<file path="config.mk">
export PLATFORM = sky130hd
export DESIGN_NAME = gpc_port
export DESIGN_NICKNAME = d
export VERILOG_FILES = /design/src/gpc_pkg.sv /design/src/gpc_pad_if.sv /design/src/gpc_sync.sv /design/src/gpc_pad_mux.sv /design/src/gpc_port.sv
export VERILOG_INCLUDE_DIRS = /design/src
export SDC_FILE = /design/constraint.sdc
export NUM_CORES = 1
export LEC_CHECK = 0
export BUFFER_PORTS_ARGS = -buffer_cell sky130_fd_sc_hd__buf_2
export CORE_MARGIN = 3
export CORE_UTILIZATION = 50
export CTS_BUF_LIST = sky130_fd_sc_hd__clkbuf_16
export DETAILED_ROUTE_END_ITERATION = 16
export HOLD_SLACK_MARGIN = 0.05
export PLACE_DENSITY_LB_ADDON = 0.2
export SYNTH_ARGS = -nofsm -noshare
export SYNTH_HDL_FRONTEND = slang
export SYNTH_SLANG_ARGS = --single-unit
</file>
<file path="constraint.sdc">
create_clock -name sys_clk_i -period 3.04 [get_ports sys_clk_i]
set_clock_uncertainty 0.2 [all_clocks]
set_input_delay 0.304 -clock sys_clk_i [delete_from_list [all_inputs] [get_ports sys_clk_i]]
set_output_delay 0.304 -clock sys_clk_i [all_outputs]
set_load 0.02 [all_outputs]
</file>
<file path="src/gpc_consts.svh">
`ifndef GPC_CONSTS_SVH
`define GPC_CONSTS_SVH

// ==========================================================================
// widths
`define GPC_PORT_W 8
`define GPC_ADDR_W 32
`define GPC_DATA_W 32
`define GPC_CH_N 2

// ==========================================================================
// register byte addresses
`define GPC_PORTC_OPEN_DRAIN_SELECT_ADDR 32'h400c0228
`define GPC_PORTC_PULLUP_ENABLE_ADDR 32'h400c022c
`define GPC_PORTC_INPUT_ENABLE_ADDR 32'h400c0238
`define GPC_PORTD_PIN_DATA_ADDR 32'h400c0300
`define GPC_PORTD_OUTPUT_ENABLE_ADDR 32'h400c0304
`define GPC_PORTD_FUNCTION_SELECT_ONE_ADDR 32'h400c0308
`define GPC_PORTD_FUNCTION_SELECT_TWO_ADDR 32'h400c030c
`define GPC_PORTD_FUNCTION_SELECT_THREE_ADDR 32'h400c0310

// ==========================================================================
// reset values and writable masks
`define GPC_REG_RESET 8'h00
`define GPC_PIN_RESET 8'h00
`define GPC_FS_TWO_MASK 8'hf7
`define GPC_FS_THREE_MASK 8'h44

// ==========================================================================
// second function-select bit roles
`define GPC_FS_TWO_TX_MASK 8'h11
`define GPC_FS_TWO_SCLK_MASK 8'h44
`define GPC_CH10_TX_BIT 0
`define GPC_CH10_RX_BIT 1
`define GPC_CH10_CLK_BIT 2
`define GPC_CH11_TX_BIT 4
`define GPC_CH11_RX_BIT 5
`define GPC_CH11_CLK_BIT 6
`define GPC_INT_BIT 7
`define GPC_CH_SPAN 4

`endif

</file>
<file path="src/gpc_pkg.sv">
package gpc_pkg;

  typedef logic [7:0] gpc_byte_t;

  typedef struct packed {
    gpc_byte_t s1;
    gpc_byte_t s2;
    gpc_byte_t s3;
    gpc_byte_t stable;
  } gpc_sync_s;

  typedef struct packed {
    gpc_byte_t pin_data;
    gpc_byte_t out_en;
    gpc_byte_t fs_one;
    gpc_byte_t fs_two;
    gpc_byte_t fs_three;
    gpc_byte_t c_open_drain;
    gpc_byte_t c_pullup;
    gpc_byte_t c_input_en;
    logic [31:0] rdata;
    gpc_byte_t pd_out;
    gpc_byte_t pd_oe_n;
    logic [1:0] rx;
    logic [1:0] cts;
    logic [1:0] sclk_in;
    logic ext_int;
  } gpc_state_s;

endpackage

</file>
<file path="src/gpc_pad_if.sv">
`timescale 1ns/1ns
interface gpc_pad_if;
  import gpc_pkg::*;
  gpc_byte_t pin_data;
  gpc_byte_t out_en;
  gpc_byte_t fs_one;
  gpc_byte_t fs_two;
  gpc_byte_t fs_three;
  gpc_byte_t pin_level;
  gpc_byte_t addr_line;
  logic [1:0] tx;
  logic [1:0] sclk_out;
  logic [1:0] sclk_oe;
  gpc_byte_t nxt_out;
  gpc_byte_t nxt_drive;
  logic [1:0] nxt_rx;
  logic [1:0] nxt_cts;
  logic [1:0] nxt_sclk_in;
  logic nxt_int;

  modport ctl (
    output pin_data, out_en, fs_one, fs_two, fs_three, pin_level, addr_line, tx, sclk_out, sclk_oe,
    input nxt_out, nxt_drive, nxt_rx, nxt_cts, nxt_sclk_in, nxt_int
  );
  modport mux (
    input pin_data, out_en, fs_one, fs_two, fs_three, pin_level, addr_line, tx, sclk_out, sclk_oe,
    output nxt_out, nxt_drive, nxt_rx, nxt_cts, nxt_sclk_in, nxt_int
  );
endinterface

</file>
<file path="src/gpc_sync.sv">
`timescale 1ns/1ns
`include "gpc_consts.svh"
module gpc_sync
  import gpc_pkg::*;
(
  input wire logic sys_clk_i,
  input wire logic rst_n_i,
  input wire gpc_byte_t async_i,
  output gpc_byte_t sync_o
);

  gpc_sync_s st_ff;
  gpc_sync_s nxt_st;

  // ==========================================================================
  // three-stage capture, accept once stages two and three agree
  always_comb
  begin
    nxt_st = st_ff;
    nxt_st.s1 = async_i;
    nxt_st.s2 = st_ff.s1;
    nxt_st.s3 = st_ff.s2;
    for (int i = 0; i < `GPC_PORT_W; i++)
    begin
      if (st_ff.s2[i] == st_ff.s3[i])
      begin
        nxt_st.stable[i] = st_ff.s3[i];
      end
    end
  end

  always_ff @(posedge sys_clk_i)
  begin
    if (!rst_n_i)
    begin
      st_ff <= '0;
    end
    else
    begin
      st_ff <= nxt_st;
    end
  end

  assign sync_o = st_ff.stable;

endmodule // gpc_sync

</file>
<file path="src/gpc_pad_mux.sv">
`timescale 1ns/1ns
`include "gpc_consts.svh"
module gpc_pad_mux
  import gpc_pkg::*;
(
  gpc_pad_if.mux pad
);

  localparam gpc_byte_t TX_MASK = `GPC_FS_TWO_TX_MASK;
  localparam gpc_byte_t SCLK_MASK = `GPC_FS_TWO_SCLK_MASK;

  // ==========================================================================
  // per-pin output select
  for (genvar i = 0; i < `GPC_PORT_W; i++)
  begin : g_pin
    localparam int CH = i / `GPC_CH_SPAN;
    always_comb
    begin
      pad.nxt_out[i] = pad.pin_data[i];
      pad.nxt_drive[i] = pad.out_en[i];
      if (pad.fs_one[i])
      begin
        pad.nxt_out[i] = pad.addr_line[i];
        pad.nxt_drive[i] = pad.out_en[i];
      end
      else if (pad.fs_two[i] && TX_MASK[i])
      begin
        pad.nxt_out[i] = pad.tx[CH];
        pad.nxt_drive[i] = pad.out_en[i];
      end
      else if (pad.fs_two[i] && SCLK_MASK[i])
      begin
        pad.nxt_out[i] = pad.sclk_out[CH];
        pad.nxt_drive[i] = pad.out_en[i] & pad.sclk_oe[CH];
      end
      else if (pad.fs_two[i])
      begin
        pad.nxt_drive[i] = 1'b0;
      end
      else if (pad.fs_three[i])
      begin
        pad.nxt_drive[i] = 1'b0;
      end
    end
  end

  // ==========================================================================
  // alternate-function inputs
  assign pad.nxt_rx[0] = (pad.fs_two[`GPC_CH10_RX_BIT] && !pad.fs_one[`GPC_CH10_RX_BIT]) ?
    pad.pin_level[`GPC_CH10_RX_BIT] : 1'b1;
  assign pad.nxt_rx[1] = (pad.fs_two[`GPC_CH11_RX_BIT] && !pad.fs_one[`GPC_CH11_RX_BIT]) ?
    pad.pin_level[`GPC_CH11_RX_BIT] : 1'b1;
  assign pad.nxt_sclk_in[0] = (pad.fs_two[`GPC_CH10_CLK_BIT] && !pad.fs_one[`GPC_CH10_CLK_BIT]) ?
    pad.pin_level[`GPC_CH10_CLK_BIT] : 1'b0;
  assign pad.nxt_sclk_in[1] = (pad.fs_two[`GPC_CH11_CLK_BIT] && !pad.fs_one[`GPC_CH11_CLK_BIT]) ?
    pad.pin_level[`GPC_CH11_CLK_BIT] : 1'b0;
  assign pad.nxt_cts[0] = (pad.fs_three[`GPC_CH10_CLK_BIT] && !pad.fs_two[`GPC_CH10_CLK_BIT] &&
    !pad.fs_one[`GPC_CH10_CLK_BIT]) ? pad.pin_level[`GPC_CH10_CLK_BIT] : 1'b1;
  assign pad.nxt_cts[1] = (pad.fs_three[`GPC_CH11_CLK_BIT] && !pad.fs_two[`GPC_CH11_CLK_BIT] &&
    !pad.fs_one[`GPC_CH11_CLK_BIT]) ? pad.pin_level[`GPC_CH11_CLK_BIT] : 1'b1;
  assign pad.nxt_int = (pad.fs_two[`GPC_INT_BIT] && !pad.fs_one[`GPC_INT_BIT]) ?
    pad.pin_level[`GPC_INT_BIT] : 1'b0;

endmodule // gpc_pad_mux

</file>
<file path="src/gpc_port.sv">
// Functional notes
// - eight pins, each carried by one bit of the port data register
// - direction chosen per pin, one bit each
// - reset leaves every pin in port mode, buffers and pull-ups off
// - direction bit zero disables driver, one enables unless pin has an input function or a low clock oe; resets zero
// - first function bit one puts address line A(9+n) on pin n
// - second function bits select ch10, ch11 serial and interrupt; bit 3 reads zero
// - open-drain bit zero push-pull, one open-drain; resets zero
// - pull-up bit zero off, one on; resets zero
// - input-enable bit zero blocks buffer, one enables; resets zero
`timescale 1ns/1ns
`include "gpc_consts.svh"
module gpc_port
  import gpc_pkg::*;
#(
  parameter int ADDR_W = `GPC_ADDR_W,
  parameter int DATA_W = `GPC_DATA_W
)
(
  input wire logic sys_clk_i,
  input wire logic rst_n_i,
  input wire logic [ADDR_W-1:0] addr_i,
  input wire logic [DATA_W-1:0] wdata_i,
  input wire logic wr_i,
  input wire logic rd_i,
  output logic [DATA_W-1:0] rdata_o,
  input wire logic [7:0] pd_in_i,
  output logic [7:0] pd_out_o,
  output logic [7:0] pd_oe_n_o,
  input wire logic [7:0] ext_addr_i,
  input wire logic serial_ch10_transmit_i,
  input wire logic serial_ch11_transmit_i,
  input wire logic serial_ch10_clock_out_i,
  input wire logic serial_ch11_clock_out_i,
  input wire logic serial_ch10_clock_oe_i,
  input wire logic serial_ch11_clock_oe_i,
  output logic serial_ch10_receive_o,
  output logic serial_ch11_receive_o,
  output logic serial_ch10_clock_o,
  output logic serial_ch11_clock_o,
  output logic serial_ch10_clear_to_send_o,
  output logic serial_ch11_clear_to_send_o,
  output logic external_interrupt_input_o,
  output logic [7:0] portc_open_drain_o,
  output logic [7:0] portc_pullup_o,
  output logic [7:0] portc_input_en_o
);

  gpc_state_s st_ff;
  gpc_state_s nxt_st;
  gpc_byte_t pin_sync;
  gpc_byte_t wbyte;
  logic [31:0] rd_word;

  gpc_pad_if pad ();

  // ==========================================================================
  // pin input synchroniser
  gpc_sync u_sync (
    .sys_clk_i(sys_clk_i),
    .rst_n_i(rst_n_i),
    .async_i(pd_in_i),
    .sync_o(pin_sync)
  );

  // ==========================================================================
  // pin function mux
  assign pad.pin_data = st_ff.pin_data;
  assign pad.out_en = st_ff.out_en;
  assign pad.fs_one = st_ff.fs_one;
  assign pad.fs_two = st_ff.fs_two;
  assign pad.fs_three = st_ff.fs_three;
  assign pad.pin_level = pin_sync;
  assign pad.addr_line = ext_addr_i;
  assign pad.tx = {serial_ch11_transmit_i, serial_ch10_transmit_i};
  assign pad.sclk_out = {serial_ch11_clock_out_i, serial_ch10_clock_out_i};
  assign pad.sclk_oe = {serial_ch11_clock_oe_i, serial_ch10_clock_oe_i};

  gpc_pad_mux u_mux (
    .pad(pad.mux)
  );

  assign wbyte = wdata_i[7:0];

  // ==========================================================================
  // read multiplexer
  always_comb
  begin
    rd_word = '0;
    // data reads driven value or pin level
    if (addr_i == `GPC_PORTD_PIN_DATA_ADDR)
    begin
      rd_word[7:0] = (st_ff.pin_data & st_ff.out_en) | (pin_sync & ~st_ff.out_en);
    end
    else if (addr_i == `GPC_PORTD_OUTPUT_ENABLE_ADDR)
    begin
      rd_word[7:0] = st_ff.out_en;
    end
    else if (addr_i == `GPC_PORTD_FUNCTION_SELECT_ONE_ADDR)
    begin
      rd_word[7:0] = st_ff.fs_one;
    end
    else if (addr_i == `GPC_PORTD_FUNCTION_SELECT_TWO_ADDR)
    begin
      rd_word[7:0] = st_ff.fs_two;
    end
    else if (addr_i == `GPC_PORTD_FUNCTION_SELECT_THREE_ADDR)
    begin
      rd_word[7:0] = st_ff.fs_three;
    end
    else if (addr_i == `GPC_PORTC_OPEN_DRAIN_SELECT_ADDR)
    begin
      rd_word[7:0] = st_ff.c_open_drain;
    end
    else if (addr_i == `GPC_PORTC_PULLUP_ENABLE_ADDR)
    begin
      rd_word[7:0] = st_ff.c_pullup;
    end
    else if (addr_i == `GPC_PORTC_INPUT_ENABLE_ADDR)
    begin
      rd_word[7:0] = st_ff.c_input_en;
    end
  end

  // ==========================================================================
  // next state
  always_comb
  begin
    nxt_st = st_ff;
    nxt_st.rdata = rd_i ? rd_word : 32'h0000_0000;
    if (wr_i)
    begin
      if (addr_i == `GPC_PORTD_PIN_DATA_ADDR)
      begin
        nxt_st.pin_data = wbyte;
      end
      else if (addr_i == `GPC_PORTD_OUTPUT_ENABLE_ADDR)
      begin
        nxt_st.out_en = wbyte;
      end
      else if (addr_i == `GPC_PORTD_FUNCTION_SELECT_ONE_ADDR)
      begin
        nxt_st.fs_one = wbyte;
      end
      else if (addr_i == `GPC_PORTD_FUNCTION_SELECT_TWO_ADDR)
      begin
        nxt_st.fs_two = wbyte & `GPC_FS_TWO_MASK;
      end
      else if (addr_i == `GPC_PORTD_FUNCTION_SELECT_THREE_ADDR)
      begin
        nxt_st.fs_three = wbyte & `GPC_FS_THREE_MASK;
      end
      else if (addr_i == `GPC_PORTC_OPEN_DRAIN_SELECT_ADDR)
      begin
        nxt_st.c_open_drain = wbyte;
      end
      else if (addr_i == `GPC_PORTC_PULLUP_ENABLE_ADDR)
      begin
        nxt_st.c_pullup = wbyte;
      end
      else if (addr_i == `GPC_PORTC_INPUT_ENABLE_ADDR)
      begin
        nxt_st.c_input_en = wbyte;
      end
    end
    nxt_st.pd_out = pad.nxt_out;
    nxt_st.pd_oe_n = ~pad.nxt_drive;
    nxt_st.rx = pad.nxt_rx;
    nxt_st.cts = pad.nxt_cts;
    nxt_st.sclk_in = pad.nxt_sclk_in;
    nxt_st.ext_int = pad.nxt_int;
  end

  // ==========================================================================
  // state register
  always_ff @(posedge sys_clk_i)
  begin
    if (!rst_n_i)
    begin
      st_ff.pin_data <= `GPC_PIN_RESET;
      st_ff.out_en <= `GPC_REG_RESET;
      st_ff.fs_one <= `GPC_REG_RESET;
      st_ff.fs_two <= `GPC_REG_RESET;
      st_ff.fs_three <= `GPC_REG_RESET;
      st_ff.c_open_drain <= `GPC_REG_RESET;
      st_ff.c_pullup <= `GPC_REG_RESET;
      st_ff.c_input_en <= `GPC_REG_RESET;
      st_ff.rdata <= 32'h0000_0000;
      st_ff.pd_out <= 8'h00;
      st_ff.pd_oe_n <= 8'hff;
      st_ff.rx <= 2'h3;
      st_ff.cts <= 2'h3;
      st_ff.sclk_in <= 2'h0;
      st_ff.ext_int <= 1'b0;
    end
    else
    begin
      st_ff <= nxt_st;
    end
  end

  // ==========================================================================
  // outputs
  assign rdata_o = DATA_W'(st_ff.rdata);
  assign pd_out_o = st_ff.pd_out;
  assign pd_oe_n_o = st_ff.pd_oe_n;
  assign serial_ch10_receive_o = st_ff.rx[0];
  assign serial_ch11_receive_o = st_ff.rx[1];
  assign serial_ch10_clock_o = st_ff.sclk_in[0];
  assign serial_ch11_clock_o = st_ff.sclk_in[1];
  assign serial_ch10_clear_to_send_o = st_ff.cts[0];
  assign serial_ch11_clear_to_send_o = st_ff.cts[1];
  assign external_interrupt_input_o = st_ff.ext_int;
  assign portc_open_drain_o = st_ff.c_open_drain;
  assign portc_pullup_o = st_ff.c_pullup;
  assign portc_input_en_o = st_ff.c_input_en;

endmodule // gpc_port

</file>
# Word level (Yosys, flattened, before mapping)

Cells that the tools add are included.

Word-level logic and storage cells: 124
Bits of input ports: 90
Register bits: 144
Output and inout bits: 79

Muxes and demuxes: 32
Eq/ne operators: 16
Reduce and logical (&&, ||, !) cells: 32
Bitwise logic cells: 14

Operators with widths:

| cell                                                              | count |
|---|---|
| 32-bit by 31-bit == test with 1-bit output, second input constant | 8 |
| 8-bit two-way mux                                                 | 8 |
| 1-bit two-way mux                                                 | 24 |
| 2-bit AND reduction                                               | 9 |
| 8-bit AND                                                         | 2 |
| 8-bit inverter                                                    | 2 |
| 1-bit logical AND                                                 | 9 |
| 9-bit AND reduction                                               | 1 |
| 1-bit == test                                                     | 8 |
| 8-bit bitwise OR                                                  | 1 |
| 8-bit AND reduction                                               | 1 |
| 1-bit zero test                                                   | 7 |
| 1-bit inverter                                                    | 7 |
| 7-bit AND reduction                                               | 1 |
| 6-bit AND reduction                                               | 1 |
| 5-bit AND reduction                                               | 1 |
| 4-bit AND reduction                                               | 1 |
| 3-bit AND reduction                                               | 1 |
| 1-bit AND                                                         | 2 |

# Logic depth before layout (Yosys ltp)

Gate-level depths: netlist of run 1.

Word-level depth: 9
Mapped depth: 7
Depth with buffers taken out: 5

# By module

A second synthesis of run 1 with hierarchy kept.

Cells, all modules: 541
Area total of the unflattened synthesis: 5,378.9 µm²

By module, submodules not included:

| module      | times used | sequential area each (µm²) | area an instance (µm²) | cells each |
|---|---|---|---|---|
| gpc_port    | 1          | 1,761.7                    | 4,070.2                | 406 |
| gpc_sync    | 1          | 640.6                      | 1,021.0                | 91 |
| gpc_pad_mux | 1          | 0.0                        | 287.8                  | 44 |

# Worst setup path before layout of run 1

Ideal clock, no wire load.

Kind: input -> register
Start point: in addr_i[7]
End point: reg st_ff (netlist bit portc_open_drain_o[0])
Buffers on the path: 1
Path slack: 651 ps
Arrival: 2,117 ps
Stages on the path: 5
Setup time: 72 ps
Path through: or4b_4 -> or3_1 -> buf_6 -> nor4_4 -> mux2i_1

Longest elaborated chain between the ends: 3

RTL lines:

| what                                                 | line            | text |
|---|---|---|
| start, declared                                      | gpc_port.sv:22  | `input wire logic [ADDR_W-1:0] addr_i,` |
| 32-bit by 31-bit == test with 1-bit output (no line) | n/a             |  |
| 1-bit inverter (no line)                             | n/a             |  |
| 7-bit AND reduction (no line) (*)                    | n/a             |  |
| end signal, assigned                                 | gpc_port.sv:198 | `st_ff <= nxt_st;` |
| end, declared                                        | gpc_port.sv:49  | `gpc_state_s st_ff;` |

Every way passes the cells marked *; elsewhere a longest branch is shown, timed or not.
A chain may end at the register's enable or synchronous reset.

# Final worst setup path of run 1

Start point: in addr_i[7]
End point: reg, netlist name pad.fs_two[2]

Longest elaborated chain between the ends: 3

RTL lines:

| what |
|---|
| 32-bit by 31-bit == test with 1-bit output (no line) |
| 1-bit inverter (no line) |
| 5-bit AND reduction (no line) (*) |

Marks and branches as above.

==> impl_metrics.tcl, run 1 <==
set metrics [dict create \
    status "complete, no violations" \
    fin_cells 809 \
    drive_gt1_frac 0.250 \
    rsz0062_at_grt "no" \
    path_class "in2reg" \
    regArea_um2 2400 \
    synth_area_per_cell_um2 9.52 \
    period_needed_ns 2.31 \
    clock_latency_ns 0.40 \
    cp-end-kind "flop" \
    hold_viol_final 0 \
    gp_congestion 0.812 \
    synth.area.top_cells "dfxtp_1, mux2i_1, nand2_1" \
    timing_worst_slew_pin_value_ns 0.624 \
    top_layer_used "met4" \
    die_area_um2 11200 \
    power_leakage_nw 2.65 \
    area_growth_pct 30.5 \
    clockBufferDepth 2 \
    finalSetupTns_ns 0 \
    synth.area.mux_share 0.143 \
    io_pins 169 \
    clock_sinks 120 \
    fmax_ghz 0.433 \
    cp-startpoint "addr_i[7]" \
    layout_setup_ws_ns 0.731 \
    fillCellCount 756 \
    ys.flop_type "dfxtp_1" \
    wl_per_cell_um 15.6 \
    drtIter0Drc 199 \
    num_rows 35 \
    dp_hpwl_mm 8.51 \
    place_area_um2 5640 \
    final_net_count 757 \
    dp.cells 757 \
    detail_route.first_pass.iterations 5 \
    synthCells 522 \
    period_share 0.760 \
    path_max_fanout 7 \
    stdcell_area_um2 6490 \
    netlist.area_leader.share 0.483 \
    synth_area_um2 4970 \
    drc_errors 0 \
    vdd_ir_drop_max_mv 0.402 \
    timing.hold.ws_ns 0.0938 \
    vias 4248 \
    synth_top_family_by_area "simple AND/OR/NAND/NOR gates" \
    critPathLaunchType "input port" \
    slew-limit-headroom 0.578 \
    async_reset_ff_frac 0 \
    clk_pin_slew_ns 0.05 \
    multi_input_area_um2 2330 \
    crit_end "pad.fs_two[2]" \
    grt_usage 0.230 \
    totalPowerFinal_mw 3.97 \
    critPathRequiredTime_ns 3.17 \
    synth_edf_count 0 \
    grt_max_degree 99 \
    synth-compound-area-share 0.0959 \
    wirelength_met1_mm 5.41 \
    maxCapViolCount 0 \
    totalWireLength_mm 12.6 \
    antenna_cells 0 \
    cts.repair.resized 0 \
    maxSlewViolCount 0 \
    synth_seq_area_share 0.483 \
    grt_overflow_total 0 \
    utilization 0.686 \
    drt-vias-per-instance 5.25 \
    synth-simple-area-share 0.211 \
    cts_tree "done" \
    first_global_vias 4211 \
    p_per_area_nw_per_um2 612 \
    ys_warn_count 0 \
    die_w_um 106 \
    grt_pass1_wl_mm 20.6 \
    initial_core_util 0.526 \
    port_buffers 120 \
    synth-adder-area-share 0 \
    worst_hold_path_type "in2reg" \
    r2r_end "rdata_o[6]" \
    antenna_found_initial 0 \
    chipHeight_um 106 \
    wl_met2_mm 6.36 \
    rr_worst_depth 5 \
    core_um2 9460 \
    synth.distinct_cells 51 \
    antenna_left 0 \
    crit_arrival_ns 2.44 \
    dp_worst_setup_slack_ns 0.367 \
    htree_levels 4 \
    wl_met3_um 803 \
    clock-root-buffer "clkbuf_16" \
    setup_viol 0 \
    yosys.area_share.xor_xnor 0 \
    synth_area_leader_cell "dfxtp_1" \
    r2r-start "pad.fs_two[6]" \
    ff2ff_setup_slack_ns 1.23 \
    ys_ff_latch 120 \
    cts_buffers 17 \
]
-- worst min path at each step --
stage / slack [ns] / depth (start not counted) / endpoint / from
2_1_floorplan: 0.18 / 1 / pd_oe_n_o[0] / pad.out_en[0]
3_3_place_gp: 0.21 / 1 / u_sync.nxt_st[8] / u_sync.nxt_st[16]
3_5_place_dp: 0.22 / 1 / u_sync.nxt_st[11] / u_sync.nxt_st[19]
4_1_cts: 0.08 / 4 / pd_out_o[6] / serial_ch11_clock_out_i
5_1_grt: 0.11 / 4 / pd_out_o[4] / serial_ch11_transmit_i
6_report: 0.09 / 4 / pd_out_o[6] / serial_ch11_clock_out_i
-- final cells by class --
cell class | instances | share of cell area
clock buffers | 17 | 0.0656
clock inverters | 15 | 0.0347
inverters | 13 | 0.00752
multi-input cells | 364 | 0.359
flip-flops and latches | 120 | 0.370
well taps | 129 | 0.0249
repair buffers | 151 | 0.138
-- registers in the layout, summed over array words and instances, names as in the netlist, 7 cells and up --
signal	count
portc_input_en_o	8
pad.out_en	8
pad.pin_data	8
rdata_o	8
u_sync.sync_o	8
u_sync.nxt_st	16
portc_open_drain_o	8
pad.fs_two	7
pd_oe_n_o	8
portc_pullup_o	8
pad.fs_one	8
u_sync.st_ff	8
pd_out_o	8
-- layer usage --
metal	GRT usage	vias to the layer above
li1	-	2064
met1	0.293	2010
met2	0.395	166
met3	0.0508	8
met4	0.0629	0
met5	0	-
-- critical path: stages --
cell,delay (ns)
buf_2,0.12
nor4b_1,0.58
nand3_1,0.29
nor3_1,0.29
and4_1,0.60
mux2i_1,0.25
-- where the power goes --
group	total [mW]	internal [mW]	switching, mW	leakage [nW]
Combinational	0.195	0.0784	0.116	1.37
Sequential	1.59	1.59	0.00450	0.971
Clock	2.18	1.46	0.725	0.311
Total	3.97	3.12	0.846	2.65
-- timing repair --
| action | in CTS | in global routing |
|---|---|---|
| hold endpoints to repair | 20 | 0 |
| buffers inserted | 0 | 0 |
| hold buffers | 20 | 0 |
-- Yosys cell counts, types with 3 or more instances --
cell,number
nand3b_1,4
nor2b_1,9
a2bb2oi_1,3
inv_1,12
nand2_1,92
and2_1,28
o2111ai_1,3
mux2i_1,71
nor3_1,3
o21ai_0,27
clkbuf_1,22
nor3b_1,3
o311ai_0,6
a21boi_0,8
buf_4,24
nand3_1,16
a21oi_1,7
and3_1,3
dfxtp_1,120
nand2b_1,6
nor4_1,7
nor4b_1,3
a211oi_1,3
nor2_1,7
-- kinds of logic after synthesis --
| kind of cell | Yosys count |
|---|---|
| AOI/OAI and AO/OA | 71 |
| buffers and inverters | 61 |
| DFF | 120 |
| muxes | 71 |
| and+or+nand+nor | 198 |
| other | 1 |
-- cells in the final DEF (no fill, tap or decap), drive strengths merged, types with 4 or more instances in the layout --
cell type	n
buf	131
nand2b	6
clkbuf	17
o21ai	27
mux2i	71
and2	28
nor2b	9
conb	24
inv	15
dfxtp	120
clkinv	5
nor4	9
nand3	16
dlygate4sd3	20
nand3b	4
o311ai	6
nand2	92
a21oi	7
a21boi	8
bufinv	5
nor2	7
nor3	4
Note: power is estimated with default switching activity, not from simulation.
==> run 2: changes to the inputs <==
--- a/config.mk
+++ b/config.mk
@@ -6,9 +6,10 @@
 export SDC_FILE = /design/constraint.sdc
 export NUM_CORES = 1
 export LEC_CHECK = 0
+export ABC_AREA = 1
 export BUFFER_PORTS_ARGS = -buffer_cell sky130_fd_sc_hd__buf_2
 export CORE_MARGIN = 3
-export CORE_UTILIZATION = 50
+export CORE_UTILIZATION = 51
 export CTS_BUF_LIST = sky130_fd_sc_hd__clkbuf_16
 export DETAILED_ROUTE_END_ITERATION = 16
 export HOLD_SLACK_MARGIN = 0.05
==> constraint.sdc (replaced) <==
create_clock -name sys_clk_i -period 2.3 [get_ports sys_clk_i]
set_clock_uncertainty 0.2 [all_clocks]
set_input_delay 0.23 -clock sys_clk_i [delete_from_list [all_inputs] [get_ports sys_clk_i]]
set_output_delay 0.23 -clock sys_clk_i [all_outputs]
set_load 0.02 [all_outputs]
==> impl_metrics.tcl, run 2 <==
set metrics [dict create \
    netlist.area_leader.share 0.446 \
    cp_slowest_cell "dlygate4sd3_1" \
    synth.distinct_cells 37 \
    cp-end-kind "flop" \
    crit_arrival_ns 2.26 \
    ff2ff_setup_slack_ns 0.62 \
    dp.cells 988 \
    drive_gt1_frac 0.221 \
    synth-adder-area-share 0.00558 \
    critPathLaunchType "input port" \
    synth_area_per_cell_um2 7.23 \
    rsz0062_at_grt "no" \
    htree_levels 4 \
    detail_route.first_pass.iterations 5 \
    vias 5218 \
    synth.most_common_cell "nand2_1" \
    async_reset_ff_frac 0 \
    regArea_um2 2400 \
    cts.repair.resized 0 \
    synthCells 745 \
    largest_register_ffs 16 \
    ys.flop_type "dfxtp_1" \
    maxCapViolCount 0 \
    utilization 0.699 \
    num_rows 36 \
    final_cell_mix "nand2_1, inv_1, dfxtp_1, buf_2, nor2_1" \
    clock-root-buffer "clkbuf_16" \
    maxSlewViolCount 0 \
    crit_family "buffers and inverters" \
    period_share 0.936 \
    ys_ff_latch 120 \
    cts_buffers 17 \
    drtIter0Drc 363 \
    dp_hpwl_mm 10.6 \
    wl_per_cell_um 13.8 \
    first_global_vias 4924 \
    hold_depth 5 \
    io_pins 169 \
    path_class "in2reg" \
    grt_max_degree 56 \
    worst_hold_path_type "in2reg" \
    clock_latency_ns 0.41 \
    layout_commonest_cell "nand2_1" \
    period_needed_ns 2.15 \
    synth_seq_area_share 0.446 \
    synth_edf_count 0 \
    grt_usage 0.250 \
    multi_input_area_um2 2300 \
    drt-vias-per-instance 4.97 \
    rr_worst_depth 6 \
    cp_cell_sequence "dlygate4sd3_1, buf_2, inv_1, buf_4, a21oi_1, o21ai_0, dlygate4sd3_1, inv_1" \
    crit_buf_inv 6 \
    synth_area_um2 5380 \
    initial_core_util 0.538 \
    slew-limit-headroom 0.615 \
    grt_overflow_total 0 \
    max_stage_delay_ns 0.56 \
    totalWireLength_mm 14.5 \
    synth_area_leader_cell "dfxtp_1" \
    antenna_left 0 \
    fmax_ghz 0.464 \
    whs_endpoint "rdata_o[1]" \
    synth-simple-area-share 0.246 \
    clock_sinks 120 \
    status "complete, no violations" \
    path_max_fanout 15 \
    drc_errors 0 \
    core_um2 10000 \
    final_net_count 995 \
    clockBufferDepth 2 \
    cts_tree "done" \
    synth_top_family_by_area "simple AND/OR/NAND/NOR gates" \
    synth-compound-area-share 0.155 \
    port_buffers 120 \
    critPathRequiredTime_ns 2.40 \
    yosys.area_share.xor_xnor 0 \
    die_area_um2 11800 \
    p_per_area_nw_per_um2 757 \
    ys_warn_count 0 \
    min_from "addr_i[2]" \
    finalSetupTns_ns 0 \
    grt_pass1_wl_mm 23.1 \
    r2r-start "pad.fs_two[2]" \
    clk_pin_slew_ns 0.05 \
    die_w_um 109 \
    timing_worst_slew_pin_value_ns 0.576 \
    r2r_end "pd_out_o[2]" \
    gp_congestion 0.909 \
    chipHeight_um 109 \
    hold_viol_final 0 \
    antenna_cells 0 \
    vdd_ir_drop_max_mv 0.854 \
    area_growth_pct 29.9 \
    power_leakage_nw 3.36 \
    setup_viol 0 \
    synth.area.top_cells "dfxtp_1, nand2_1, inv_1" \
    fillCellCount 827 \
    fin_cells 1050 \
    synth.area.mux_share 0.00418 \
    synth_common_cells "nand2_1, inv_1, dfxtp_1, nor2_1, a21oi_1" \
    antenna_found_initial 0 \
]
[run 2: cell count changes after synthesis, moves of 16 or more]
| cell | change |
|---|---|
| and2_1 | -28 |
| nor2_1 | +61 |
| a21oi_1 | +60 |
| nand2_1 | +57 |
| nand3_1 | +16 |
| o21ai_0 | +36 |
| mux2i_1 | -71 |
| inv_1 | +112 |
[run 2: area by class of cell]
cell class | count | area share
tap | 133 | 0.0238
multi-input combinational | 476 | 0.329
clock buffer | 17 | 0.0608
inverter | 129 | 0.0692
timing repair buffer | 161 | 0.141
clock inverter | 14 | 0.0326
sequential | 120 | 0.343
[run 2: cell families (layout without fill, tap and decap cells)]
logic type,Yosys count,after routing
flops,120,120
buf+inv,172,321
fa+ha+maj,3,3
simple gates,296,296
mux,2,2
other cells,1,24
compound gates,151,151
[run 2: worst max-delay path by stage]
stage | cells past startpoint | start | end | slack [ns]
floorplan | 9 | addr_i[15] | pad.fs_one[3] | 0.53
global placement | 11 | addr_i[15] | pad.fs_one[4] | 0.18
detailed placement | 12 | addr_i[1] | rdata_o[5] | 0.08
CTS | 8 | rst_n_i | pd_out_o[0] | 0.18
global route | 8 | rst_n_i | pd_out_o[0] | 0.04
finish | 8 | rst_n_i | pd_out_o[0] | 0.15
[run 2: metal layers]
| metal | wire length [um] | share of wire | vias to the layer above | GRT usage |
|---|---|---|---|---|
| met3 | 1150 | 0.079 | 22 | 0.0533 |
| li1 | - | - | 2634 | - |
| met1 | 6120 | 0.42 | 2358 | 0.311 |
| met5 | 0 | 0 | - | 0 |
| met4 | 247 | 0.017 | 0 | 0.0866 |
| met2 | 7020 | 0.48 | 204 | 0.429 |
[run 2: power breakdown]
| group | total [mW] | switching (mW) | internal (mW) |
|---|---|---|---|
| clock | 2.93 | 0.910 | 2.02 |
| sequential | 2.11 | 0.00705 | 2.10 |
| combinational | 0.267 | 0.166 | 0.100 |
| total | 5.30 | 1.08 | 4.21 |
[run 2: through the flow]
stage	setup WS (ns)	instance area, um^2	total power, mW	hold WS (ns)
after global placement	0.182	6030	2.37	0.194
after global routing	0.0367	6990	5.44	0.133
final	0.147	6990	5.30	0.114
after CTS	0.178	6990	5.32	0.0951
after floorplan	0.534	5470	2.30	0.122
after detailed placement	0.0824	6030	2.37	0.202
[run 2: worst register-to-register path: stages (launching register included)]
cell	delay [ns]
dfxtp_1	0.42
inv_1	0.11
nand2_1	0.07
nand3_1	0.06
o211ai_1	0.10
dlygate4sd3_1	0.59
inv_1	0.04
[run 2: what timing repair did]
action / 4_1_cts / 5_1_grt
hold endpoints to repair: 77 / 0
setup buffers: 0 / 0
hold buffers: 31 / 0
setup endpoints to repair: 0 / 0
